<file path="src/rtl/frc_pkg.sv">
// Purpose: shared constants and types for the fault response and retry controller
// Assumes: one 50 MHz clock, one fault source per instance
// Notes: response byte is split into response, retry and delay fields

package frc_pkg;

  // ----------------------------------------
  // clock and timing
  // ----------------------------------------
  localparam int CLK_MHZ = 50;
  localparam int DLY_UNIT_US = 1000;
  localparam int UNIT_CYC_DEF = DLY_UNIT_US * CLK_MHZ;
  // done register plus the consumer's edge, taken off the first unit
  localparam int TMR_HEAD = 2;

  // ----------------------------------------
  // response byte layout
  // ----------------------------------------
  localparam int RSP_W = 8;
  localparam int RESP_MSB = 7;
  localparam int RESP_LSB = 6;
  localparam int RETRY_MSB = 5;
  localparam int RETRY_LSB = 3;
  localparam int DLY_MSB = 2;
  localparam int DLY_LSB = 0;
  localparam int RETRY_W = RETRY_MSB - RETRY_LSB + 1;
  localparam int DLY_W = DLY_MSB - DLY_LSB + 1;
  localparam logic [RSP_W-1:0] RSP_RESET = 8'h00;

  // ----------------------------------------
  // field encodings
  // ----------------------------------------
  localparam logic [1:0] RESP_IGNORE = 2'h0;
  localparam logic [1:0] RESP_DELAY = 2'h1;
  localparam logic [1:0] RESP_RETRY = 2'h2;
  localparam logic [1:0] RESP_LATCH = 2'h3;
  localparam logic [RETRY_W-1:0] RETRY_NONE = 3'h0;
  localparam logic [RETRY_W-1:0] RETRY_ENDLESS = 3'h7;

  typedef enum logic [2:0] {
    FRC_OFF,
    FRC_RUN,
    FRC_DELAY,
    FRC_RETRY,
    FRC_LATCH
  } frc_state_t;

endpackage : frc_pkg

</file>
<file path="src/rtl/frc_tmr_if.sv">
// Purpose: start and done handshake between controller and interval timer
// Assumes: both ends on the same clock
// Notes: start and done are one-cycle pulses

`timescale 1ns/1ns

interface frc_tmr_if;
  logic start;
  logic [frc_pkg::DLY_W-1:0] units;
  logic done;

  modport ctl (output start, output units, input done);
  modport tmr (input start, input units, output done);
endinterface : frc_tmr_if

</file>
<file path="src/rtl/frc_top.sv">
// Purpose: fault response controller with delayed response, retry and latch-off
// Assumes: fault_in and op_on come from logic on clk; ctrl_pin is asynchronous
// Notes: one fault source; the delay time unit is the UNIT_CYC parameter
//
// Behaviour
// - delayed mode: fault still present after delay applies the retry-field behaviour.
// - response 10 disables output at once, then restarts per retry field until an attempt reaches timer done with no fault or the retries run out.
// - response 11 keeps output off until the fault is cleared by any clear means.
// - restart attempt starts are spaced by delay field times the delay time unit.

`timescale 1ns/1ns

module frc_top #(
  parameter int UNIT_CYC = frc_pkg::UNIT_CYC_DEF
) (
  // clock and reset
  input wire logic clk,
  input wire logic nrst,
  // configuration and commands
  input wire logic [frc_pkg::RSP_W-1:0] rsp_byte,
  input wire logic clear_cmd,
  input wire logic status_clear,
  // enables
  input wire logic ctrl_pin,
  input wire logic op_on,
  // fault source
  input wire logic fault_in,
  // outputs
  output logic out_en,
  output logic fault_status,
  output logic [frc_pkg::RETRY_W-1:0] retries_left,
  output frc_pkg::frc_state_t state
);
  import frc_pkg::*;

  logic rst_s1_q;
  logic rst_n_q;
  logic ctrl_s1_q;
  logic ctrl_s2_q;
  logic out_en_q;
  logic fault_status_q;
  logic [RETRY_W-1:0] left_q;
  frc_state_t state_q;
  logic [1:0] resp;
  logic [RETRY_W-1:0] retry;
  logic [DLY_W-1:0] dly;
  logic enable;
  logic clear;
  logic start_d;
  logic shut_set;

  frc_tmr_if tif ();

  frc_timer #(
    .UNIT_CYC(UNIT_CYC)
  ) u_timer (
    .clk(clk),
    .rst_n(rst_n_q),
    .tif(tif)
  );

  // ----------------------------------------
  // reset release and pin synchroniser
  // ----------------------------------------
  always_ff @(posedge clk or negedge nrst) begin
    if (!nrst) begin
      rst_s1_q <= 1'b0;
      rst_n_q <= 1'b0;
    end else begin
      rst_s1_q <= 1'b1;
      rst_n_q <= rst_s1_q;
    end
  end

  always_ff @(posedge clk or negedge rst_n_q) begin
    if (!rst_n_q) begin
      ctrl_s1_q <= 1'b0;
      ctrl_s2_q <= 1'b0;
    end else begin
      ctrl_s1_q <= ctrl_pin;
      ctrl_s2_q <= ctrl_s1_q;
    end
  end

  // ----------------------------------------
  // field decode
  // ----------------------------------------
  assign resp = rsp_byte[RESP_MSB:RESP_LSB];
  assign retry = rsp_byte[RETRY_MSB:RETRY_LSB];
  assign dly = rsp_byte[DLY_MSB:DLY_LSB];
  assign enable = ctrl_s2_q & op_on;
  assign clear = clear_cmd | status_clear;
  assign tif.units = dly;
  assign tif.start = start_d;

  // timer restarts on a delay or retry fault in run, on delay expiry with retries set, and at every attempt start
  always_comb begin
    start_d = 1'b0;
    case (state_q)
      FRC_RUN: begin
        if (enable && fault_in && (resp == RESP_DELAY || resp == RESP_RETRY)) begin
          start_d = 1'b1;
        end
      end
      FRC_DELAY: begin
        if (enable && fault_in && tif.done && retry != RETRY_NONE) begin
          start_d = 1'b1;
        end
      end
      FRC_RETRY: begin
        if (enable && !clear && tif.done && !out_en_q && (left_q != '0 || retry == RETRY_ENDLESS)) begin
          start_d = 1'b1; // attempt spacing
        end
      end
      default: begin
        start_d = 1'b0;
      end
    endcase
  end

  // a shutdown that latches the status bit in this cycle
  always_comb begin
    shut_set = 1'b0;
    if (enable && fault_in) begin
      case (state_q)
        FRC_RUN: shut_set = (resp == RESP_RETRY) || (resp == RESP_LATCH);
        FRC_DELAY: shut_set = tif.done;
        FRC_RETRY: shut_set = out_en_q;
        default: shut_set = 1'b0;
      endcase
    end
  end

  // ----------------------------------------
  // response state machine
  // ----------------------------------------
  always_ff @(posedge clk or negedge rst_n_q) begin
    if (!rst_n_q) begin
      state_q <= FRC_OFF;
      out_en_q <= 1'b0;
      left_q <= '0;
    end else if (!enable) begin
      state_q <= FRC_OFF; // off-then-on through pin or command clears
      out_en_q <= 1'b0;
      left_q <= '0;
    end else begin
      case (state_q)
        FRC_OFF: begin
          state_q <= FRC_RUN;
          out_en_q <= 1'b1;
        end
        FRC_RUN: begin
          if (fault_in) begin
            if (resp == RESP_DELAY) begin
              state_q <= FRC_DELAY;
            end else if (resp == RESP_RETRY) begin
              state_q <= FRC_RETRY; // disable at once
              out_en_q <= 1'b0;
              left_q <= retry;
            end else if (resp == RESP_LATCH) begin
              state_q <= FRC_LATCH; // off until cleared
              out_en_q <= 1'b0;
            end
          end
        end
        FRC_DELAY: begin
          if (!fault_in) begin
            state_q <= FRC_RUN;
          end else if (tif.done) begin
            out_en_q <= 1'b0; // expiry with fault applies retry field
            left_q <= retry;
            if (retry == RETRY_NONE) begin
              state_q <= FRC_LATCH;
            end else begin
              state_q <= FRC_RETRY;
            end
          end
        end
        FRC_RETRY: begin
          if (clear) begin
            state_q <= FRC_RUN;
            out_en_q <= 1'b1;
          end else if (out_en_q && fault_in) begin
            out_en_q <= 1'b0;
          end else if (tif.done) begin
            if (out_en_q) begin
              state_q <= FRC_RUN;
            end else if (retry == RETRY_ENDLESS) begin
              out_en_q <= 1'b1;
            end else if (left_q != '0) begin
              out_en_q <= 1'b1; // next attempt
              left_q <= left_q - 1'b1;
            end else begin
              state_q <= FRC_LATCH; // no attempts left, stay off
            end
          end
        end
        FRC_LATCH: begin
          if (clear) begin
            state_q <= FRC_RUN; // cleared by bit clear or command
            out_en_q <= 1'b1;
          end
        end
        default: begin
          state_q <= FRC_OFF;
          out_en_q <= 1'b0;
        end
      endcase
    end
  end

  // ----------------------------------------
  // fault status bit
  // ----------------------------------------
  // set wins over clear so a fault in the clearing cycle is not lost
  always_ff @(posedge clk or negedge rst_n_q) begin
    if (!rst_n_q) begin
      fault_status_q <= 1'b0;
    end else if (shut_set) begin
      fault_status_q <= 1'b1;
    end else if (clear || !enable) begin
      fault_status_q <= 1'b0;
    end
  end

  assign out_en = out_en_q;
  assign fault_status = fault_status_q;
  assign retries_left = left_q;
  assign state = state_q;

endmodule : frc_top

</file>
<file path="src/rtl/frc_timer.sv">
// Purpose: counts a number of delay time units
// Assumes: start restarts the count at once, even while busy
// Notes: zero units gives done two cycles after the start pulse; UNIT_CYC must exceed TMR_HEAD

`timescale 1ns/1ns

module frc_timer #(
  parameter int UNIT_CYC = frc_pkg::UNIT_CYC_DEF
) (
  // clock and reset
  input wire logic clk,
  input wire logic rst_n,
  // control
  frc_tmr_if.tmr tif
);
  import frc_pkg::*;

  localparam int PRE_W = (UNIT_CYC > 1) ? $clog2(UNIT_CYC) : 1;
  localparam logic [PRE_W-1:0] PRE_LAST = PRE_W'(UNIT_CYC - 1);

  logic busy_q;
  logic [DLY_W-1:0] units_q;
  logic [PRE_W-1:0] pre_q;
  logic done_q;

  assign tif.done = done_q;

  // ----------------------------------------
  // unit prescaler and unit count
  // ----------------------------------------
  always_ff @(posedge clk or negedge rst_n) begin
    if (!rst_n) begin
      busy_q <= 1'b0;
      units_q <= '0;
      pre_q <= '0;
      done_q <= 1'b0;
    end else begin
      done_q <= 1'b0;
      if (tif.start) begin
        busy_q <= 1'b1;
        units_q <= tif.units;
        // head start so the consumer acts exactly units times unit after start
        pre_q <= PRE_W'(TMR_HEAD);
      end else if (busy_q) begin
        if (units_q == '0) begin
          busy_q <= 1'b0;
          done_q <= 1'b1; // delay value times unit
        end else if (pre_q == PRE_LAST) begin
          pre_q <= '0;
          units_q <= units_q - 1'b1;
        end else begin
          pre_q <= pre_q + 1'b1;
        end
      end
    end
  end

endmodule : frc_timer

</file>
<file path="config.mk">
export PLATFORM = sky130hd
export DESIGN_NAME = frc_top
export DESIGN_NICKNAME = d
export VERILOG_FILES = /design/src/rtl/frc_pkg.sv /design/src/rtl/frc_tmr_if.sv /design/src/rtl/frc_top.sv /design/src/rtl/frc_timer.sv
export SDC_FILE = /design/constraint.sdc
export NUM_CORES = 1
export LEC_CHECK = 0
export BUFFER_PORTS_ARGS = -buffer_cell sky130_fd_sc_hd__buf_2
export CAP_MARGIN = 30
export CELL_PAD_IN_SITES_DETAIL_PLACEMENT = 0
export CELL_PAD_IN_SITES_GLOBAL_PLACEMENT = 2
export CORE_MARGIN = 1.5
export CORE_UTILIZATION = 35
export CTS_BUF_LIST = sky130_fd_sc_hd__clkbuf_16
export CTS_CLUSTER_SIZE = 40
export DETAILED_ROUTE_END_ITERATION = 7
export GPL_TIMING_DRIVEN = 0
export PLACE_DENSITY = 0.79
export SYNTH_ARGS = -nofsm -noshare
export SYNTH_HDL_FRONTEND = slang
export SYNTH_SLANG_ARGS = --single-unit
</file>
<file path="constraint.sdc">
create_clock -name clk -period 1.8 [get_ports clk]
set_input_delay 0.18 -clock clk [delete_from_list [all_inputs] [get_ports clk]]
set_output_delay 0.18 -clock clk [all_outputs]
set_load 0.01 [all_outputs]
</file>
==> results of run 1 <==
-- per-stage QoR --
step	hold WS [ns]	setup TNS (ns)	std cells	worst slack (ns)
after floorplan	-0.116	0	244	0.00236
after global placement	-0.0317	-2.80	341	-0.217
final	0.0137	-0.000173	374	-0.000173
after global routing	0.0144	-0.446	374	-0.0636
after detailed placement	-0.0290	-3.26	342	-0.256
after CTS	0.00747	-0.333	367	-0.133
-- final cells by class --
cell class | count | area, sq um
fillers | 598 | 3000
multi-input cells | 190 | 1440
flip-flops and latches | 33 | 836
repair buffers | 49 | 333
clock buffers | 5 | 125
well taps | 75 | 93.8
plain buffers | 10 | 87.6
inverters | 10 | 37.5
clock inverters | 2 | 7.51
-- critical path: stages, from the launching register on --
cell	delay, ns
dfrtp_1	0.41
buf_6	0.15
or4bb_1	0.53
nor2_2	0.12
a31oi_2	0.07
nor2b_1	0.18
o32ai_1	0.23
-- registers in the layout, summed over array words and instances (netlist names) --
register          flops
rst_s1_q              1
state                 3
ctrl_s1_q             1
out_en                1
rst_n_q               1
fault_status          1
u_timer.tif.done      1
retries_left          3
u_timer.units_q       3
u_timer.busy_q        1
u_timer.pre_q        16
ctrl_s2_q             1
-- cells by family (layout without fill, tap and decap cells) --
logic type,count (synthesis),in the layout,share of synthesized area [%]
compound gates,62,62,18.6
xor+xnor,5,5,2.02
fa+ha+maj,9,9,5.20
buf+inv,21,76,4.39
flops,33,33,38.1
mux,8,8,3.87
other cells,1,1,0.173
simple gates,105,105,27.7
-- worst max path at each step --
| stage | from | end | slack (ns) | depth (start not counted) |
|---|---|---|---|---|
| after global placement | retries_left[0]$_DFFE_PN0P_ | retries_left[2]$_DFFE_PN0P_ | -0.22 | 8 |
| final | state[2]$_DFFE_PN0P_ | state[1]$_DFFE_PN0P_ | -0.0002 | 6 |
| after CTS | retries_left[0]$_DFFE_PN0P_ | retries_left[2]$_DFFE_PN0P_ | -0.13 | 9 |
| after global routing | u_timer.units_q[0]$_DFFE_PN0P_ | u_timer.pre_q[6]$_DFFE_PN0P_ | -0.06 | 8 |
| after floorplan | retries_left[0]$_DFFE_PN0P_ | u_timer.units_q[0]$_DFFE_PN0P_ | 0.002 | 8 |
| after detailed placement | retries_left[0]$_DFFE_PN0P_ | retries_left[2]$_DFFE_PN0P_ | -0.26 | 8 |
-- layout by cell type, fill, tap and decap left out, drive strengths merged, types with 2 or more instances in the layout --
| master | synthesis | routed |
|---|---|---|
| o21ba | 2 | 2 |
| or4 | 2 | 2 |
| nor2b | 3 | 3 |
| o21ai | 17 | 17 |
| xor2 | 2 | 2 |
| mux2i | 5 | 5 |
| nor4b | 2 | 2 |
| xnor2 | 3 | 3 |
| ha | 9 | 9 |
| and2 | 3 | 3 |
| or3 | 3 | 3 |
| inv | 10 | 11 |
| nand2 | 17 | 17 |
| and4 | 2 | 2 |
| o2111ai | 2 | 2 |
| clkbuf | 3 | 8 |
| nor3b | 2 | 2 |
| buf | 8 | 55 |
| o32ai | 3 | 3 |
| a21oi | 18 | 18 |
| nand3 | 7 | 7 |
| nor4 | 8 | 8 |
| nand2b | 8 | 8 |
| nor2 | 25 | 25 |
| a221oi | 2 | 2 |
| and3 | 3 | 3 |
| nor4bb | 2 | 2 |
| a31oi | 4 | 4 |
| nor3 | 7 | 7 |
| nand4 | 6 | 6 |
| mux2 | 3 | 3 |
| a311oi | 2 | 2 |
| dfrtp | 33 | 33 |
| a41oi | 2 | 2 |
-- synth_stat cells (3+ instances only) --
cell type and n:
nand3_1 7, nand4_1 6, xnor2_1 3, nor2b_1 3, clkbuf_1 3, nand2_1 17
nand2b_1 7, or3_1 3, ha_1 9, dfrtp_1 33, inv_1 10, a21oi_1 17
a31oi_1 4, mux2i_1 5, mux2_2 3, nor3_1 7, nor4_1 6, o32ai_1 3
o21ai_0 16, buf_2 7, nor2_1 25
-- repair_timing --
item / 4_1_cts / 5_1_grt
hold buffers: 1 / 0
pin swaps: 9 / 10
setup endpoints to repair: 25 / 26
gates resized for setup: 31 / 25
buffers inserted: 16 / 8
hold endpoints to repair: 2 / 0
cloned: 1 / 0
-- report_power, final --
| part | total, mW | switching [mW] | internal [mW] |
|---|---|---|---|
| Sequential | 0.932 | 0.110 | 0.823 |
| Combinational | 0.520 | 0.269 | 0.251 |
| Clock | 0.785 | 0.291 | 0.494 |
| Total | 2.24 | 0.670 | 1.57 |
-- metal layers --
layer / GRT usage (%) / part of all wire [%] / up-vias
li1: - / - / 1008
met4: 4.75 / 0.87 / 0
met3: 3.89 / 4.6 / 5
met1: 26.0 / 48 / 997
met2: 30.0 / 47 / 52
met5: 0 / 0 / -
==> flow_summary.ini, run 1 <==
[synthesis]
yosysSeqAreaShare_pct = 38.1
synth_cell_type_count = 58
syn_avg_cell_area_sq_um = 8.88
synth_nets = 268
yosysWarnings = 0
synth_edf_count = 0
ys.flop_type = dfrtp_1
ys_ff_latch = 33
syn-cell-area_sq_um = 2170
synth_top_area_share_pct = 38.1
synthArstFlopShare_pct = 100
yosys.area.top_type = dfrtp_1
synth_cells = 244
synth_area_leaders = dfrtp_1, ha_1, nor2_1

[min_path]
holdPathStages = 1
worstHoldStart = ctrl_pin
hold_class = primary input to flop
whs_endpoint = ctrl_s1_q$_DFF_PN0_

[finish]
n_antenna_cell = 0
layout-drive-gt1-share_pct = 39.1
fin_area_sq_um = 2960
finalNetCount = 323
final_util_pct = 49.7
area_delta_synth_final_pct = 36.5

[place]
port_buffers = 22
dpl_cell_area_sq_um = 2430
place.gp.congestion = 0.849
place_hpwl_microns = 4040

[setup_path]
timing.rr.end = state[1]$_DFFE_PN0P_
r2r_start = state[2]$_DFFE_PN0P_
start_kind = flop
path_class = flop to flop
cp.arrival_ns = 1.96
r2r_slack_ns = -0.0002
rr_worst_depth = 6
cp_max_fo = 9
end_kind = flop
required_ns = 1.96

[sta]
relSlewSlack_pct = 53.6
rsz0062_at_grt = yes
fin_crit_sh_pct = 100
fin_ws_ns = -0.000173
hold_viol = 0
final_max_slew_viol_count = 0
worst_pin_slew_ns = 0.697
finalSetupViolCount = 1
fin_crit_ns = 1.80
fin_worst_skew_ns = 0.00617
clock.fmax_mhz = 556

[run_status]
status = finished, violations left
violations = negative setup slack

[power]
p_total_mw = 2.24
powerDensity_nw_per_um2 = 756
ir_worst_vdd_mv = 0.411
leakage_nw = 1.23

[clock_tree]
root_buffer = clkbuf_16
numClockSinks = 33
clk_latency_ns = 0.27
clkTransAtPathRegs_ns = 0.05
clock_path_buffers = 2
cts_max_level = 2
numCtsBuffers = 5
cts_tree = built

[drt]
vias = 2062
drtIter0Drc = 106
routed_wl_microns = 5840
routedWlPerCell_microns = 15.6
viasPerCell = 5.51
first_pass_iters = 4
drc = 0
detail-route-antenna-nets = 0

[global_route]
grt.total_usage_pct = 18.8
grt_start_max_net_pins = 18
antenna_found_initial = 0
grt_pass1_vias = 1979
grt_overflow_total = 0
grt_pass1_wl_microns = 9600

[floorplan]
design.portCount = 23
core_sq_um = 5960
dieWidth_microns = 81.7
die_area_sq_um = 6670
row_count = 28
start_util_pct = 36.4
die_h_microns = 81.7

[run]
max-cap-violations = 0
(Power assumes the default switching activity.)
==> inputs of run 2 (changes only) <==
==> constraint.sdc (replaced) <==
create_clock -name clk -period 1.8 [get_ports clk]
set_input_delay 0.09 -clock clk [delete_from_list [all_inputs] [get_ports clk]]
set_output_delay 0.09 -clock clk [all_outputs]
set_load 0.01 [all_outputs]
==> run 2 against run 1 <==
Final area rose by 0.34%. Final cell count rose by 0.27%. The run still ends with negative setup slack left. Largest power group unchanged. Clock power barely moved. Critical path depth did not move. Hold slack improved by 0.037 ns.
==> flow_summary.ini, run 2 (synthesized netlist as in run 1, its figures left out) <==
[run_status]
status = finished, violations left
violations = negative setup slack

[drt]
vias = 2074
first_pass_iters = 4
routedWlPerCell_microns = 15.6
routed_wl_microns = 5870
detail-route-antenna-nets = 0
drc = 0
drtIter0Drc = 105
viasPerCell = 5.53

[power]
powerDensity_nw_per_um2 = 754
leakage_nw = 1.24
ir_worst_vdd_mv = 0.411

[sta]
fin_crit_sh_pct = 100
hold_viol = 0
clock.fmax_mhz = 553
fin_ws_ns = -0.00739
fin_worst_skew_ns = 0.00632
relSlewSlack_pct = 53.4
final_max_slew_viol_count = 0
fin_crit_ns = 1.81
finalSetupViolCount = 1
rsz0062_at_grt = yes
worst_pin_slew_ns = 0.700
holdWs_ns = 0.0504

[floorplan]
die_h_microns = 81.7
row_count = 28
die_area_sq_um = 6670
dieWidth_microns = 81.7
core_sq_um = 5960
start_util_pct = 36.4
design.portCount = 23

[clock_tree]
numClockSinks = 33
root_buffer = clkbuf_16
clk_latency_ns = 0.27
cts_max_level = 2
cts_tree = built
numCtsBuffers = 5
clkTransAtPathRegs_ns = 0.05
clock_path_buffers = 2

[finish]
finalNetCount = 324
seq_area_sq_um = 836
layout-drive-gt1-share_pct = 39.0
n_antenna_cell = 0
final_util_pct = 49.8
multi_input_area_sq_um = 1440
area_delta_synth_final_pct = 37.0
largest-register = u_timer.pre_q
final_common_cell = buf_4
largest_register_ffs = 16
fill_cells = 597
layout_common_cells = buf_4, dfrtp_1, nor2_1, buf_2, nand2_1

[setup_path]
path_class = flop to flop
cp.arrival_ns = 1.97
path_cells = buf_6, or4bb_1, nor2_2, a31oi_2, nor2b_1, o32ai_1
crit_buf_inv = 1
cp_max_fo = 9
cp_top_family = simple AND/OR/NAND/NOR gates
cpMaxStageDelayCell = or4bb_1
start_kind = flop
required_ns = 1.96
crit_path_max_incr_delay_ns = 0.54
end_kind = flop

[min_path]
hold_class = primary input to flop

[place]
port_buffers = 22
dp_slack_ns = -0.256
place.gp.congestion = 0.849
place_hpwl_microns = 4040

[global_route]
grt_pass1_vias = 1979
grt_start_max_net_pins = 18
grt_pass1_wl_microns = 9600
grt.total_usage_pct = 18.8
antenna_found_initial = 0
grt_overflow_total = 0

[run]
max-cap-violations = 0
==> run 2: changes by cell type in the layout (fill, tap and decap cells not counted) <==
| cell | delta |
|---|---|
| dlygate4sd3_1 | +1 |
==> run 2: timing repair <==
action | in CTS | in global routing
endpoints found under the hold margin | 3 | 0
pin swaps | 9 | 10
gates cloned | 1 | 0
setup buffers | 16 | 8
gates resized for setup | 31 | 25
setup endpoints to repair | 25 | 26
hold buffers | 2 | 0
==> run 2: area by class of cell <==
type / count / share of cell area, %
multi-input combinational: 190 / 48.4
sequential: 33 / 28.2
clock buffer: 5 / 4.22
inverter: 10 / 1.26
timing repair buffer: 50 / 11.6
clock inverter: 2 / 0.253
tap: 75 / 3.16
buffer: 10 / 2.95
==> run 2: through the flow <==
step                      setup TNS, ns  cells  instance area (sq um)  power, mW
after global placement            -2.77    341                   2400       1.33
after CTS                        -0.333    368                   2830       2.21
after global routing             -0.446    375                   2970       2.36
after detailed placement          -3.26    342                   2430       1.34
final                          -0.00739    375                   2970       2.24
after floorplan                       0    244                   2200       1.21
==> run 2: power by group <==
group	internal, mW	leakage [nW]	switching, mW
clock	0.494	0.0685	0.290
combinational	0.252	0.794	0.268
sequential	0.823	0.374	0.110
==> run 2: metal layers <==
| layer | routed length, microns | global-route usage, % | share of wire [%] |
|---|---|---|---|
| met3 | 371 | 3.89 | 6.3 |
| met4 | 33 | 4.75 | 0.56 |
| met5 | 0 | 0 | 0 |
| met2 | 2760 | 30.0 | 47 |
| met1 | 2700 | 26.0 | 46 |
==> run 2: path summary, 6_finish.rpt <==
path                                 startpoint                             end  slack [ns]  depth (start not counted)
max in group asynchronous     rst_n_q$_DFF_PN0_    u_timer.pre_q[4]$_DFFE_PN0P_        0.98                          1
min reg2reg                   rst_n_q$_DFF_PN0_    u_timer.pre_q[3]$_DFFE_PN0P_        0.29                          0
min in group asynchronous                  nrst              rst_s1_q$_DFF_PN0_        0.14                          2
max reg2reg                state[2]$_DFFE_PN0P_            state[1]$_DFFE_PN0P_      -0.007                          6
min                                 rsp_byte[0]  u_timer.units_q[0]$_DFFE_PN0P_        0.05                          2
max                        state[2]$_DFFE_PN0P_            state[1]$_DFFE_PN0P_      -0.007                          6
==> inputs of run 3 (changes only) <==
--- a/config.mk
+++ b/config.mk
@@ -5,7 +5,7 @@
 export SDC_FILE = /design/constraint.sdc
 export NUM_CORES = 1
 export LEC_CHECK = 0
-export BUFFER_PORTS_ARGS = -buffer_cell sky130_fd_sc_hd__buf_2
+export BUFFER_PORTS_ARGS = -buffer_cell sky130_fd_sc_hd__buf_4
 export CAP_MARGIN = 30
 export CELL_PAD_IN_SITES_DETAIL_PLACEMENT = 0
 export CELL_PAD_IN_SITES_GLOBAL_PLACEMENT = 2
@@ -16,6 +16,7 @@
 export DETAILED_ROUTE_END_ITERATION = 7
 export GPL_TIMING_DRIVEN = 0
 export PLACE_DENSITY = 0.79
+export RECOVER_POWER = 100
 export SYNTH_ARGS = -nofsm -noshare
 export SYNTH_HDL_FRONTEND = slang
 export SYNTH_SLANG_ARGS = --single-unit
==> run 3 against run 2 <==
Sequential power barely moved. Final area rose by 3.4%. Combinational power rose by 7.5%. Clock-buffer cell count did not move. Fmax barely moved. Setup slack improved by 0.0015 ns. Via count rose by 0.96%. Global-route usage rose by 0.76 points. Critical path depth rose by 1. Utilization rose by 1.7 points. The run still ends with negative setup slack left. Non-clock buffer count rose by 2. First-iteration DRC count rose by 7.6%.
==> flow_summary.ini, run 3 (synthesized netlist as in run 1, its figures left out) <==
[setup_path]
path_cells = ha_4, and3_4, and4_1, buf_6, nand2b_4, or4_4, a21oi_2
path_class = flop to flop
crit_buf_inv = 1
required_ns = 2.01
end_kind = flop
cp.arrival_ns = 2.01
cpMaxStageDelayCell = dfrtp_2
start_kind = flop
cp_top_family = simple AND/OR/NAND/NOR gates
crit_path_max_incr_delay_ns = 0.42
cp_max_fo = 9

[run_status]
status = finished, violations left
violations = negative setup slack

[power]
pwr-share-seq_pct = 40.8
power_frac_comb_pct = 24.5
p_int_mw = 1.59
ir_worst_vdd_mv = 0.536
pwr-share-clk_pct = 34.7
powerDensity_nw_per_um2 = 745
p_sw_mw = 0.697
netSwitchingFraction_pct = 30.5
leakage_nw = 1.30

[floorplan]
start_util_pct = 36.4
design.portCount = 23
dieWidth_microns = 81.7
die_area_sq_um = 6670
die_h_microns = 81.7
row_count = 28
core_sq_um = 5960

[finish]
final_common_cell = buf_4
fin_area_sq_um = 3070
layout_common_cells = buf_4, dfrtp_1, nor2_1
largest-register = u_timer.pre_q
area_delta_synth_final_pct = 41.6
largest_register_ffs = 16
layout-drive-gt1-share_pct = 37.7
finalNetCount = 326
n_antenna_cell = 0

[sta]
fin_crit_sh_pct = 100
final_max_slew_viol_count = 0
hold_viol = 0
fin_worst_skew_ns = 0.00434
relSlewSlack_pct = 45.5
finalSetupViolCount = 1
holdWs_ns = 0.0474
clock.fmax_mhz = 554
fin_ws_ns = -0.00591
rsz0062_at_grt = yes
fin_crit_ns = 1.81
worst_pin_slew_ns = 0.817

[place]
place.gp.congestion = 0.833
place_hpwl_microns = 4020
dp_slack_ns = -0.216
port_buffers = 22
dpl_cell_area_sq_um = 2470

[clock_tree]
clk_latency_ns = 0.27
clkTransAtPathRegs_ns = 0.05
cts_tree = built
root_buffer = clkbuf_16
numClockSinks = 33
clock_path_buffers = 2
cts_max_level = 2
numCtsBuffers = 5

[drt]
first_pass_iters = 4
drtIter0Drc = 113
routedWlPerCell_microns = 16.1
drc = 0
detail-route-antenna-nets = 0
routed_wl_microns = 6080
vias = 2094
viasPerCell = 5.55

[global_route]
grt_start_max_net_pins = 19
antenna_found_initial = 0
grt_overflow_total = 0
grt_pass1_vias = 2052
grt.total_usage_pct = 19.6
grt_pass1_wl_microns = 9850

[min_path]
hold_class = primary input to flop

[run]
max-cap-violations = 0
run 3: timing repair:
item	CTS	global route
gates resized for setup	19	41
pin swaps	7	17
hold endpoints to repair	3	0
setup buffers	12	15
hold buffers	2	0
cloned	1	0
endpoints found under the setup margin	22	25
run 3: path summary, 6_finish.rpt:
kind | start | cells past startpoint | slack (ns) | end
setup / recovery | u_timer.pre_q[0]$_DFFE_PN0P_ | 7 | -0.006 | u_timer.pre_q[6]$_DFFE_PN0P_
hold / removal | rsp_byte[1] | 2 | 0.05 | u_timer.units_q[1]$_DFFE_PN0P_
setup reg to reg | u_timer.pre_q[0]$_DFFE_PN0P_ | 7 | -0.006 | u_timer.pre_q[6]$_DFFE_PN0P_
hold reg to reg | rst_n_q$_DFF_PN0_ | 0 | 0.34 | state[1]$_DFFE_PN0P_
max in group asynchronous | rst_n_q$_DFF_PN0_ | 1 | 0.87 | u_timer.pre_q[7]$_DFFE_PN0P_
min in group asynchronous | nrst | 2 | 0.12 | rst_s1_q$_DFF_PN0_
run 3: per-stage QoR:
step	utilization [%]	setup TNS [ns]	power [mW]	cells
floorplan	-	0	1.21	244
global placement	41.3	-3.10	1.35	341
detailed placement	41.6	-2.82	1.35	342
CTS	47.0	-0.510	2.21	364
global route	51.5	-0.577	2.42	377
finish	51.5	-0.00591	2.29	377
run 3: metal layers:
metal | GRT usage (%) | up-vias | part of all wire [%]
li1 | - | 1021 | -
met5 | 0 | - | 0
met4 | 5.42 | 0 | 1.3
met1 | 27.0 | 1021 | 48
met3 | 3.44 | 10 | 4.0
met2 | 31.5 | 42 | 47
run 3: cell type report:
cell class                      instances  area (sq um)
Inverter                               10          37.5
Fill cell                             580          2890
Buffer                                 10          91.3
Multi-Input combinational cell        190          1490
Clock inverter                          2          7.51
Tap cell                               75          93.8
Sequential cell                        33           837
Clock buffer                            5           125
Timing Repair Buffer                   52           389
run 3: power by group through the flow:
| stage | clock [mW] | sequential, mW | combinational, mW |
|---|---|---|---|
| global route | 0.851 | 0.953 | 0.619 |
| finish | 0.794 | 0.933 | 0.559 |
| global placement | 0 | 0.941 | 0.404 |
| detailed placement | 0 | 0.934 | 0.415 |
| CTS | 0.819 | 0.918 | 0.474 |
| floorplan | 0 | 0.913 | 0.295 |
